### src/include/adcc_pkg.sv
// Constants, encodings and state types for the converter control block.
// Assumes byte-wide data-memory register access and a 50 MHz system clock.

package adcc_pkg;

	// ==========================================================
	// Converter shape
	localparam int RES_W = 10;
	localparam int NUM_CH = 8;
	localparam int CONV_CLKS = 32;

	// ==========================================================
	// Register addresses in data memory
	localparam logic [7:0] ADDR_RESULT_LO = 8'h24;
	localparam logic [7:0] ADDR_RESULT_HI = 8'h25;
	localparam logic [7:0] ADDR_CTRL = 8'h26;
	localparam logic [7:0] ADDR_CLKSET = 8'h27;

	// ==========================================================
	// Control register fields
	localparam int CH_LSB = 0;
	localparam int CH_W = 3;
	localparam int PCR_LSB = 3;
	localparam int PCR_W = 3;
	localparam int EOC_BIT = 6;
	localparam int START_BIT = 7;
	localparam logic [7:0] CTRL_RESET = 8'h40;

	// ==========================================================
	// Clock setting register fields
	localparam int CLK_SEL_LSB = 0;
	localparam int CLK_SEL_W = 2;
	localparam int CLK_TEST_BIT = 7;
	localparam logic [7:0] CLKSET_RESET = 8'h00;
	localparam logic [7:0] CLKSET_WR_MASK = 8'h83;
	localparam logic [1:0] CLK_DIV2 = 2'h0;
	localparam logic [1:0] CLK_DIV8 = 2'h1;
	localparam logic [1:0] CLK_DIV32 = 2'h2;
	localparam logic [5:0] DIV2_CNT = 6'h02;
	localparam logic [5:0] DIV8_CNT = 6'h08;
	localparam logic [5:0] DIV32_CNT = 6'h20;

	// ==========================================================
	// Result layout, low byte holds the two least bits on top
	localparam int LO_RES_LSB = 6;
	localparam int HI_RES_LSB = 2;

	// ==========================================================
	// State types
	typedef enum logic [1:0] {
		ST_IDLE,
		ST_ARMED,
		ST_CONV
	} adcc_state_t;

	typedef enum logic [1:0] {
		SAR_IDLE,
		SAR_SAMPLE,
		SAR_BITS
	} adcc_sar_state_t;

endpackage

### src/adcc_conversion_control.sv
// Converter control: result, control and clock setting registers,
// start handshake and port line configuration.
// Assumes a byte-wide data-memory port and an external comparator.
//
// Operation
// Eight selectable analog inputs, 10-bit result for the chosen one.
// Both result bytes are read-only; writes leave them unchanged.
// Control bits 2..0 pick the analog input to convert.
// Control bits 5..3 decide which port B lines are analog.
// Analog lines lose digital function and pull-high; converter powered.
// All three configuration bits zero keeps the converter powered off.
// Control bit 6 is the done flag, cleared when conversion ends.
// Start bit rising resets converter and sets the done flag.
// Start bit falling after a rise begins the conversion.
// Software keeps start low until the done flag clears.
// Each finished conversion raises the interrupt request.
// Clock bits 1..0 pick system clock divided by 2, 8 or 32.
// Clock register bits 2..6 read back as zero.
// Software leaves clock register bit 7 alone.
// After configuration change, software pulses start within 10 cycles.
// No start pulse needed when configuration bits are all zero.
// Result left-justified: high byte bits 9..2, low byte top bits 1..0.
// Both result bytes load together with the done flag clearing.

`timescale 1ns/1ps

module adcc_conversion_control #(
	parameter int RES_W = adcc_pkg::RES_W,
	parameter int NUM_CH = adcc_pkg::NUM_CH,
	parameter int CONV_CLKS = adcc_pkg::CONV_CLKS
) (
	input wire logic sys_clk_in,
	input wire logic resetn_in,
	input wire logic ce_in,
	input wire logic [7:0] addr_in,
	input wire logic wr_en_in,
	input wire logic [7:0] wr_data_in,
	input wire logic rd_en_in,
	output logic [7:0] rd_data_out,
	input wire logic cmp_in,
	output logic [RES_W-1:0] trial_out,
	output logic sample_out,
	output logic [adcc_pkg::CH_W-1:0] channel_sel_out,
	output logic [NUM_CH-1:0] port_b_analog_out,
	output logic converter_power_out,
	output logic test_mode_out,
	output logic irq_set_out
);

	// ==========================================================
	// Port configuration decode
	// Code n makes lines 0..n-1 analog, except code 7 takes all eight.
	function automatic logic [NUM_CH-1:0] pcr_mask(
		input logic [adcc_pkg::PCR_W-1:0] pcr
	);
		pcr_mask = '0;
		for (int i = 0; i < NUM_CH; i++) begin
			if (i < int'(pcr) || pcr == '1) begin
				pcr_mask[i] = 1'b1;
			end
		end
	endfunction

	// ==========================================================
	// State
	adcc_pkg::adcc_state_t state_r, state_nxt;
	logic [7:0] ctrl_r, ctrl_nxt;
	logic [7:0] clkset_r, clkset_nxt;
	logic [7:0] res_hi_r, res_hi_nxt;
	logic [7:0] res_lo_r, res_lo_nxt;
	logic [7:0] rd_data_r, rd_data_nxt;
	logic [NUM_CH-1:0] analog_r, analog_nxt;
	logic power_r, power_nxt;
	logic irq_r, irq_nxt;

	logic wr_ctrl;
	logic wr_clkset;
	logic start_old;
	logic start_new;
	logic start_rise;
	logic start_fall;
	logic [adcc_pkg::PCR_W-1:0] pcr_cur;
	logic power_on;
	logic sar_go;
	logic sar_abort;
	logic sar_done;
	logic sar_busy;
	logic [RES_W-1:0] sar_result;

	// ==========================================================
	// Write strobes and start edges
	assign wr_ctrl = wr_en_in && (addr_in == adcc_pkg::ADDR_CTRL);
	assign wr_clkset = wr_en_in && (addr_in == adcc_pkg::ADDR_CLKSET);
	assign start_old = ctrl_r[adcc_pkg::START_BIT];
	assign start_new = wr_data_in[adcc_pkg::START_BIT];
	assign start_rise = wr_ctrl && start_new && !start_old;
	assign start_fall = wr_ctrl && !start_new && start_old;
	assign pcr_cur = ctrl_r[adcc_pkg::PCR_LSB +: adcc_pkg::PCR_W];
	assign power_on = |pcr_mask(pcr_cur);

	// Rising start or power loss throws away a conversion in flight
	assign sar_abort = start_rise || !power_on;

	// ==========================================================
	// Control register and start sequencing
	always_comb begin
		state_nxt = state_r;
		ctrl_nxt = ctrl_r;
		res_hi_nxt = res_hi_r;
		res_lo_nxt = res_lo_r;
		irq_nxt = 1'b0;
		sar_go = 1'b0;
		if (wr_ctrl) begin
			// Done flag is owned by hardware, software writes skip it
			ctrl_nxt[adcc_pkg::START_BIT] = start_new;
			ctrl_nxt[adcc_pkg::PCR_LSB +: adcc_pkg::PCR_W] =
				wr_data_in[adcc_pkg::PCR_LSB +: adcc_pkg::PCR_W];
			ctrl_nxt[adcc_pkg::CH_LSB +: adcc_pkg::CH_W] =
				wr_data_in[adcc_pkg::CH_LSB +: adcc_pkg::CH_W];
		end
		case (state_r)
			adcc_pkg::ST_IDLE: begin
				if (start_rise) begin
					state_nxt = adcc_pkg::ST_ARMED;
				end
			end
			adcc_pkg::ST_ARMED: begin
				if (start_fall) begin
					if (power_on) begin
						state_nxt = adcc_pkg::ST_CONV;
						sar_go = 1'b1;
					end else begin
						state_nxt = adcc_pkg::ST_IDLE;
					end
				end
			end
			adcc_pkg::ST_CONV: begin
				// Relies on start staying low meanwhile
				if (start_rise) begin
					state_nxt = adcc_pkg::ST_ARMED;
				end else if (sar_done) begin
					state_nxt = adcc_pkg::ST_IDLE;
					ctrl_nxt[adcc_pkg::EOC_BIT] = 1'b0;
					res_hi_nxt = sar_result[RES_W-1:adcc_pkg::HI_RES_LSB];
					res_lo_nxt = '0;
					res_lo_nxt[7:adcc_pkg::LO_RES_LSB] =
						sar_result[adcc_pkg::HI_RES_LSB-1:0];
					// Both bytes load in this one cycle
					irq_nxt = 1'b1;
				end else if (!power_on || !sar_busy) begin
					state_nxt = adcc_pkg::ST_IDLE;
				end
			end
			default: state_nxt = adcc_pkg::ST_IDLE;
		endcase
		// Rise wins over a completion landing in the same cycle
		if (start_rise) begin
			ctrl_nxt[adcc_pkg::EOC_BIT] = 1'b1;
		end
	end

	always_ff @(posedge sys_clk_in) begin
		if (!resetn_in) begin
			state_r <= adcc_pkg::ST_IDLE;
			ctrl_r <= adcc_pkg::CTRL_RESET;
			res_hi_r <= 8'h00;
			res_lo_r <= 8'h00;
			irq_r <= 1'b0;
		end else if (ce_in) begin
			state_r <= state_nxt;
			ctrl_r <= ctrl_nxt;
			res_hi_r <= res_hi_nxt;
			res_lo_r <= res_lo_nxt;
			irq_r <= irq_nxt;
		end
	end

	// ==========================================================
	// Clock setting register
	always_comb begin
		clkset_nxt = clkset_r;
		if (wr_clkset) begin
			// Unused bits never store, so they read as zero
			clkset_nxt = wr_data_in & adcc_pkg::CLKSET_WR_MASK;
		end
	end

	always_ff @(posedge sys_clk_in) begin
		if (!resetn_in) begin
			clkset_r <= adcc_pkg::CLKSET_RESET;
		end else if (ce_in) begin
			clkset_r <= clkset_nxt;
		end
	end

	// ==========================================================
	// Port B line configuration and converter power
	always_comb begin
		analog_nxt = pcr_mask(pcr_cur);
		power_nxt = power_on;
	end

	always_ff @(posedge sys_clk_in) begin
		if (!resetn_in) begin
			analog_r <= '0;
			power_r <= 1'b0;
		end else if (ce_in) begin
			analog_r <= analog_nxt;
			power_r <= power_nxt;
		end
	end

	// ==========================================================
	// Register read port
	// Result bytes have no write path at all
	always_comb begin
		rd_data_nxt = rd_data_r;
		if (rd_en_in) begin
			if (addr_in == adcc_pkg::ADDR_RESULT_LO) begin
				rd_data_nxt = res_lo_r;
			end else if (addr_in == adcc_pkg::ADDR_RESULT_HI) begin
				rd_data_nxt = res_hi_r;
			end else if (addr_in == adcc_pkg::ADDR_CTRL) begin
				rd_data_nxt = ctrl_r;
			end else if (addr_in == adcc_pkg::ADDR_CLKSET) begin
				rd_data_nxt = clkset_r;
			end else begin
				rd_data_nxt = 8'h00;
			end
		end
	end

	always_ff @(posedge sys_clk_in) begin
		if (!resetn_in) begin
			rd_data_r <= 8'h00;
		end else if (ce_in) begin
			rd_data_r <= rd_data_nxt;
		end
	end

	// ==========================================================
	// Conversion engine
	adcc_sar #(
		.RES_W(RES_W),
		.CONV_CLKS(CONV_CLKS)
	) u_sar (
		.sys_clk_in(sys_clk_in),
		.resetn_in(resetn_in),
		.ce_in(ce_in),
		.clk_sel_in(clkset_r[adcc_pkg::CLK_SEL_LSB +:
			adcc_pkg::CLK_SEL_W]),
		.go_in(sar_go),
		.abort_in(sar_abort),
		.cmp_in(cmp_in),
		.trial_out(trial_out),
		.sample_out(sample_out),
		.busy_out(sar_busy),
		.done_out(sar_done),
		.result_out(sar_result)
	);

	// ==========================================================
	// Outputs
	assign rd_data_out = rd_data_r;
	assign channel_sel_out = ctrl_r[adcc_pkg::CH_LSB +: adcc_pkg::CH_W];
	assign port_b_analog_out = analog_r;
	assign converter_power_out = power_r;
	// Test bit is only passed on; software must leave it clear
	assign test_mode_out = clkset_r[adcc_pkg::CLK_TEST_BIT];
	assign irq_set_out = irq_r;

endmodule

### src/adcc_sar.sv
// Converter clock divider and successive approximation sequencer.
// Assumes an external comparator that answers within one converter clock.

`timescale 1ns/1ps

module adcc_sar #(
	parameter int RES_W = adcc_pkg::RES_W,
	parameter int CONV_CLKS = adcc_pkg::CONV_CLKS
) (
	input wire logic sys_clk_in,
	input wire logic resetn_in,
	input wire logic ce_in,
	input wire logic [1:0] clk_sel_in,
	input wire logic go_in,
	input wire logic abort_in,
	input wire logic cmp_in,
	output logic [RES_W-1:0] trial_out,
	output logic sample_out,
	output logic busy_out,
	output logic done_out,
	output logic [RES_W-1:0] result_out
);

	localparam int SAMPLE_CLKS = CONV_CLKS - RES_W;
	localparam int STEP_W = $clog2(CONV_CLKS);
	localparam int BIT_W = $clog2(RES_W);

	// ==========================================================
	// Divider select
	function automatic logic [5:0] div_limit(input logic [1:0] sel);
		case (sel)
			adcc_pkg::CLK_DIV2: div_limit = adcc_pkg::DIV2_CNT;
			adcc_pkg::CLK_DIV8: div_limit = adcc_pkg::DIV8_CNT;
			// Undefined code falls back to the slowest clock, the safe one
			default: div_limit = adcc_pkg::DIV32_CNT;
		endcase
	endfunction

	adcc_pkg::adcc_sar_state_t state_r, state_nxt;
	logic [5:0] div_r, div_nxt;
	logic [STEP_W-1:0] step_r, step_nxt;
	logic [BIT_W-1:0] bit_r, bit_nxt;
	logic [RES_W-1:0] trial_r, trial_nxt;
	logic [RES_W-1:0] result_r, result_nxt;
	logic done_r, done_nxt;
	logic tick;

	assign tick = (div_r == div_limit(clk_sel_in) - 6'h01);

	// ==========================================================
	// Sequencer
	always_comb begin
		logic [RES_W-1:0] trial_v;
		trial_v = trial_r;
		state_nxt = state_r;
		step_nxt = step_r;
		bit_nxt = bit_r;
		trial_nxt = trial_r;
		result_nxt = result_r;
		done_nxt = 1'b0;
		div_nxt = tick ? 6'h00 : div_r + 6'h01;
		if (abort_in) begin
			state_nxt = adcc_pkg::SAR_IDLE;
			div_nxt = 6'h00;
		end else begin
			case (state_r)
				adcc_pkg::SAR_IDLE: begin
					div_nxt = 6'h00;
					if (go_in) begin
						state_nxt = adcc_pkg::SAR_SAMPLE;
						step_nxt = '0;
						trial_nxt = '0;
					end
				end
				adcc_pkg::SAR_SAMPLE: begin
					if (tick) begin
						if (step_r == STEP_W'(SAMPLE_CLKS - 1)) begin
							state_nxt = adcc_pkg::SAR_BITS;
							bit_nxt = BIT_W'(RES_W - 1);
							trial_nxt = '0;
							trial_nxt[RES_W-1] = 1'b1;
						end else begin
							step_nxt = step_r + 1'b1;
						end
					end
				end
				adcc_pkg::SAR_BITS: begin
					if (tick) begin
						if (!cmp_in) begin
							trial_v[bit_r] = 1'b0;
						end
						if (bit_r == '0) begin
							result_nxt = trial_v;
							done_nxt = 1'b1;
							state_nxt = adcc_pkg::SAR_IDLE;
						end else begin
							trial_v[bit_r - 1'b1] = 1'b1;
							bit_nxt = bit_r - 1'b1;
						end
						trial_nxt = trial_v;
					end
				end
				default: state_nxt = adcc_pkg::SAR_IDLE;
			endcase
		end
	end

	always_ff @(posedge sys_clk_in) begin
		if (!resetn_in) begin
			state_r <= adcc_pkg::SAR_IDLE;
			div_r <= 6'h00;
			step_r <= '0;
			bit_r <= '0;
			trial_r <= '0;
			result_r <= '0;
			done_r <= 1'b0;
		end else if (ce_in) begin
			state_r <= state_nxt;
			div_r <= div_nxt;
			step_r <= step_nxt;
			bit_r <= bit_nxt;
			trial_r <= trial_nxt;
			result_r <= result_nxt;
			done_r <= done_nxt;
		end
	end

	assign trial_out = trial_r;
	assign sample_out = (state_r == adcc_pkg::SAR_SAMPLE);
	assign busy_out = (state_r != adcc_pkg::SAR_IDLE);
	assign done_out = done_r;
	assign result_out = result_r;

endmodule

### config.mk
export PLATFORM = sky130hd
export DESIGN_NAME = adcc_conversion_control
export DESIGN_NICKNAME = d
export VERILOG_FILES = /design/src/include/adcc_pkg.sv /design/src/adcc_conversion_control.sv /design/src/adcc_sar.sv
export SDC_FILE = /design/constraint.sdc
export NUM_CORES = 1
export LEC_CHECK = 0
export BUFFER_PORTS_ARGS = -buffer_cell sky130_fd_sc_hd__buf_2
export CORE_AREA = 3 3 99 101
export DETAILED_ROUTE_END_ITERATION = 10
export DIE_AREA = 0 0 102 104
export PLACE_DENSITY = 0.76
export SYNTH_ARGS = -nofsm -noshare
export SYNTH_HDL_FRONTEND = slang
export SYNTH_SLANG_ARGS = --single-unit
### constraint.sdc
create_clock -name sys_clk_in -period 3.5 [get_ports sys_clk_in]
set_input_delay 0.35 -clock sys_clk_in [delete_from_list [all_inputs] [get_ports sys_clk_in]]
set_output_delay 0.35 -clock sys_clk_in [all_outputs]
set_load 0.01 [all_outputs]
==> impl_results.md <==
- Syn-to-layout area delta: 12.01%
- Vias: 3569
- GPL Wtd Cong: 0.8203
- Pin count of the biggest net entering global routing: 30
- Fmax: 360.7 MHz
- First-pass GRT wire length: 15560 um
- WL/cell: 15.23 um
- Synth area leader: dfxtp_1
- Row count: 35
- Post-synth EDFFs: 0
- Root Buffer: clkbuf_8
- Clock Sinks: 79
- Unrepaired setup endpoints after global routing: no
- Power Density: 353.4 nW/um^2
- Fill cells: 867
- Post-Synthesis Cell Area: 4051 um^2
- DRC: 0
- Crit-path cells: or2_2 > ha_1 > xnor2_1 > mux2i_1 > o2111ai_1 > or4_1 > o211a_1
- Synth Flop Type: dfxtp_1
- Vias/cell: 5.738
- CP max stage delay: 0.56 ns
- Hold-fix buffers, CTS: 0
- Cts bufs inserted: 9
- Vias in the first global route: 3244
- Syn Nets: 506
- Max Root-Sink Buffers: 2
- Data required, critical path: 3.74 ns
- Die ar.: 10610 um^2
- Setup TNS Final: 0 ns
- Final hold vios: 0
- Post-cts resize count: 0
- Global route overflow: 0
- I/O pins: 55
- Critical Path AT: 3.02 ns
- Asr flop ratio synth: 0%
- CP Max Fanout: 7
- Ys Warns: 0
- Syn Inst Count: 469
- Syn_area_per_cell: 8.638 um^2
- Layout Cells excl Fill: 622
- GRT Overall Usage: 17.84%
- HP Class: in2reg
- Status: completed
- Post-synth cell types: 66
- Port bufs: 53
- Fin crit share: 79.22%
- Worst setup path category: reg2reg
- CP max stage cell: or4_1
- Post-DP HPWL: 6821 um
- Slew Viols, Final: 0
- Fin nets: 543
- H-tree levels: 3
- Max-Cap Viols: 0
- ANT cells: 0
- Final setup violation count: 0
- Worst-Margin Slew: 0.6548 ns
- Leakage Power: 1.849 nW
- Sequential area share after synthesis: 39.04%
- Largest cells by area after synthesis: dfxtp_1 (39%), mux2i_1 (8.9%), ha_1 (4.6%)
- Worst Setup End Kind: flip-flop
- Latest clock arrival within the worst-skew pair: 0.35 ns
- Initial DRC count: 224
- Post-Route Skew: 0.01281 ns
- DRT Pass-1 Iters: 4
- DP Cell Count: 606
- Yosys top cell area share: 39.04%
- Die width: 102 um
- Share of cells above drive strength 1: 18.40%
- Antenna Nets Post-Route: 0
- Die Y: 104 um
- Flops & latches, synth: 79
- Rel. slew slack: 56.22%
- Worst-path clk slew: 0.09 ns
- Initial antenna violation count: 0
- Core ar.: 9109 um^2
- Starting Density: 44.48%
- Setup bufs post-CTS: 0
- Fin crit period: 2.773 ns
- Max VDD drop: 0.1715 mV
- DRT Wirelength: 9474 um
- Startpoint types: flip-flop
- CTS tree: built
routing by layer:
layer  global-route usage [%]  vias up  part of all wire (%)  wire, um
met5                        0        -                     0         0
met4                    4.124        0                  0.66        63
met3                    3.890        4                   5.3       503
met2                    27.62       98                    47      4462
met1                    25.29     1697                    47      4444
li1                         -     1770                     -         -
state kept, by name, summed over array words and instances (netlist names):
register,cells
ctrl_r,8
state_r,2
clkset_r,3
irq_set_out,1
res_hi_r,8
u_sar.result_out,10
u_sar.bit_r,4
u_sar.div_r,6
u_sar.step_r,5
converter_power_out,1
res_lo_r,2
u_sar.state_r,2
port_b_analog_out,8
u_sar.done_out,1
u_sar.trial_out,10
rd_data_out,8
metrics by stage:
step           instance area [um^2]  total power, mW  hold WS (ns)  utilization [%]  worst slack [ns]
6_report                       4538            1.604        0.2203            49.82            0.7274
5_1_grt                        4538            1.661        0.2303            49.82            0.6236
4_1_cts                        4538            1.620        0.2053            49.82            0.7778
3_5_place_dp                   4352           0.9856        0.4538            47.77            0.8193
3_3_place_gp                   4352           0.9844        0.4468            47.77            0.9138
2_1_floorplan                  4051           0.9614        0.4531                -             1.032
worst paths after layout:
kind	from	endpoint	slack (ns)	depth (start not counted)
setup / recovery	clkset_r[0]$_SDFFE_PN0P_	u_sar.bit_r[3]$_SDFFE_PN0P_	0.73	7
hold / removal	wr_data_in[3]	ctrl_r[3]$_SDFFE_PN0P_	0.22	3
setup reg to reg	clkset_r[0]$_SDFFE_PN0P_	u_sar.bit_r[3]$_SDFFE_PN0P_	0.73	7
hold reg to reg	port_b_analog_out[5]$_SDFFE_PN0P_	port_b_analog_out[5]$_SDFFE_PN0P_	0.47	2
cells in the mapped netlist, types with 2 or more instances:
library cell,n
nor3_1,12
o31ai_1,7
a21oi_1,32
a22o_1,2
or3_1,9
nand2_1,43
o211ai_1,3
and2_1,2
buf_2,9
nand3b_1,3
a21o_1,2
o32ai_1,2
o21ai_0,21
o211a_1,4
xnor2_1,2
nor2b_1,4
mux2_2,2
nor4bb_1,2
ha_1,15
a22oi_1,13
nand2b_1,5
inv_1,11
buf_1,2
o21a_1,2
nor2_1,44
nand3_1,17
or2_2,8
dfxtp_1,79
buf_4,3
a211oi_1,2
a21boi_0,2
nor4_1,5
and3_1,2
clkbuf_1,16
or4_1,4
mux2i_1,36
xor2_1,3
o31a_1,2
nand4_1,10
critical path, delay by kind of cell (launching register included):
family	cells	cell delay, ns
AND/OR/NAND/NOR	2	0.89
AO/OA/AOI/OAI	2	0.47
multiplexers	1	0.42
flip-flops	1	0.37
XOR/XNOR	1	0.30
adder cells (fa/ha/maj)	1	0.22
power by group:
group	leakage [nW]	total, mW	internal [mW]	switching [mW]
Combinational	1.12	0.0635	0.0212	0.0424
Sequential	0.637	0.901	0.900	0.00102
Clock	0.0923	0.639	0.271	0.368
Total	1.85	1.60	1.19	0.411
placed cells by master, fill, tap and decap left out, types with 3 or more instances in the layout:
master	instances
nor2b_1	4
nor2_1	44
or2_2	8
o211a_1	4
a21oi_1	32
buf_2	53
dfxtp_1	79
clkinv_4	3
nor4_1	4
or3_1	9
nand3b_1	3
buf_4	4
nor3_1	12
mux2i_1	36
inv_1	11
ha_1	15
a22oi_1	13
xor2_1	3
clkbuf_8	9
nand4_1	10
or4_1	4
nand2_1	43
nand2b_1	5
nand3_1	17
o31ai_1	7
o21ai_0	21
o211ai_1	3
cells by family (layout without fill, tap and decap cells):
| kind of cell | Yosys count | after routing | synth area share, % |
|---|---|---|---|
| xor+xnor | 5 | 5 | 1.081 |
| fa+ha+maj | 15 | 15 | 4.632 |
| flops | 79 | 79 | 39.04 |
| simple gates | 180 | 180 | 22.58 |
| buf+inv | 43 | 85 | 4.571 |
| mux | 40 | 40 | 10.38 |
| compound gates | 107 | 107 | 17.73 |
final cells by class:
type	count	area, um^2	area share (%)
Clock buffer	9	123.9	2.730
Clock inverter	7	62.56	1.379
Inverter	12	45.04	0.9926
Multi-Input combinational cell	347	2291	50.48
Sequential cell	79	1582	34.85
Tap cell	111	138.9	3.060
Timing Repair Buffer	57	295.3	6.507
(Power assumes the default switching activity.)
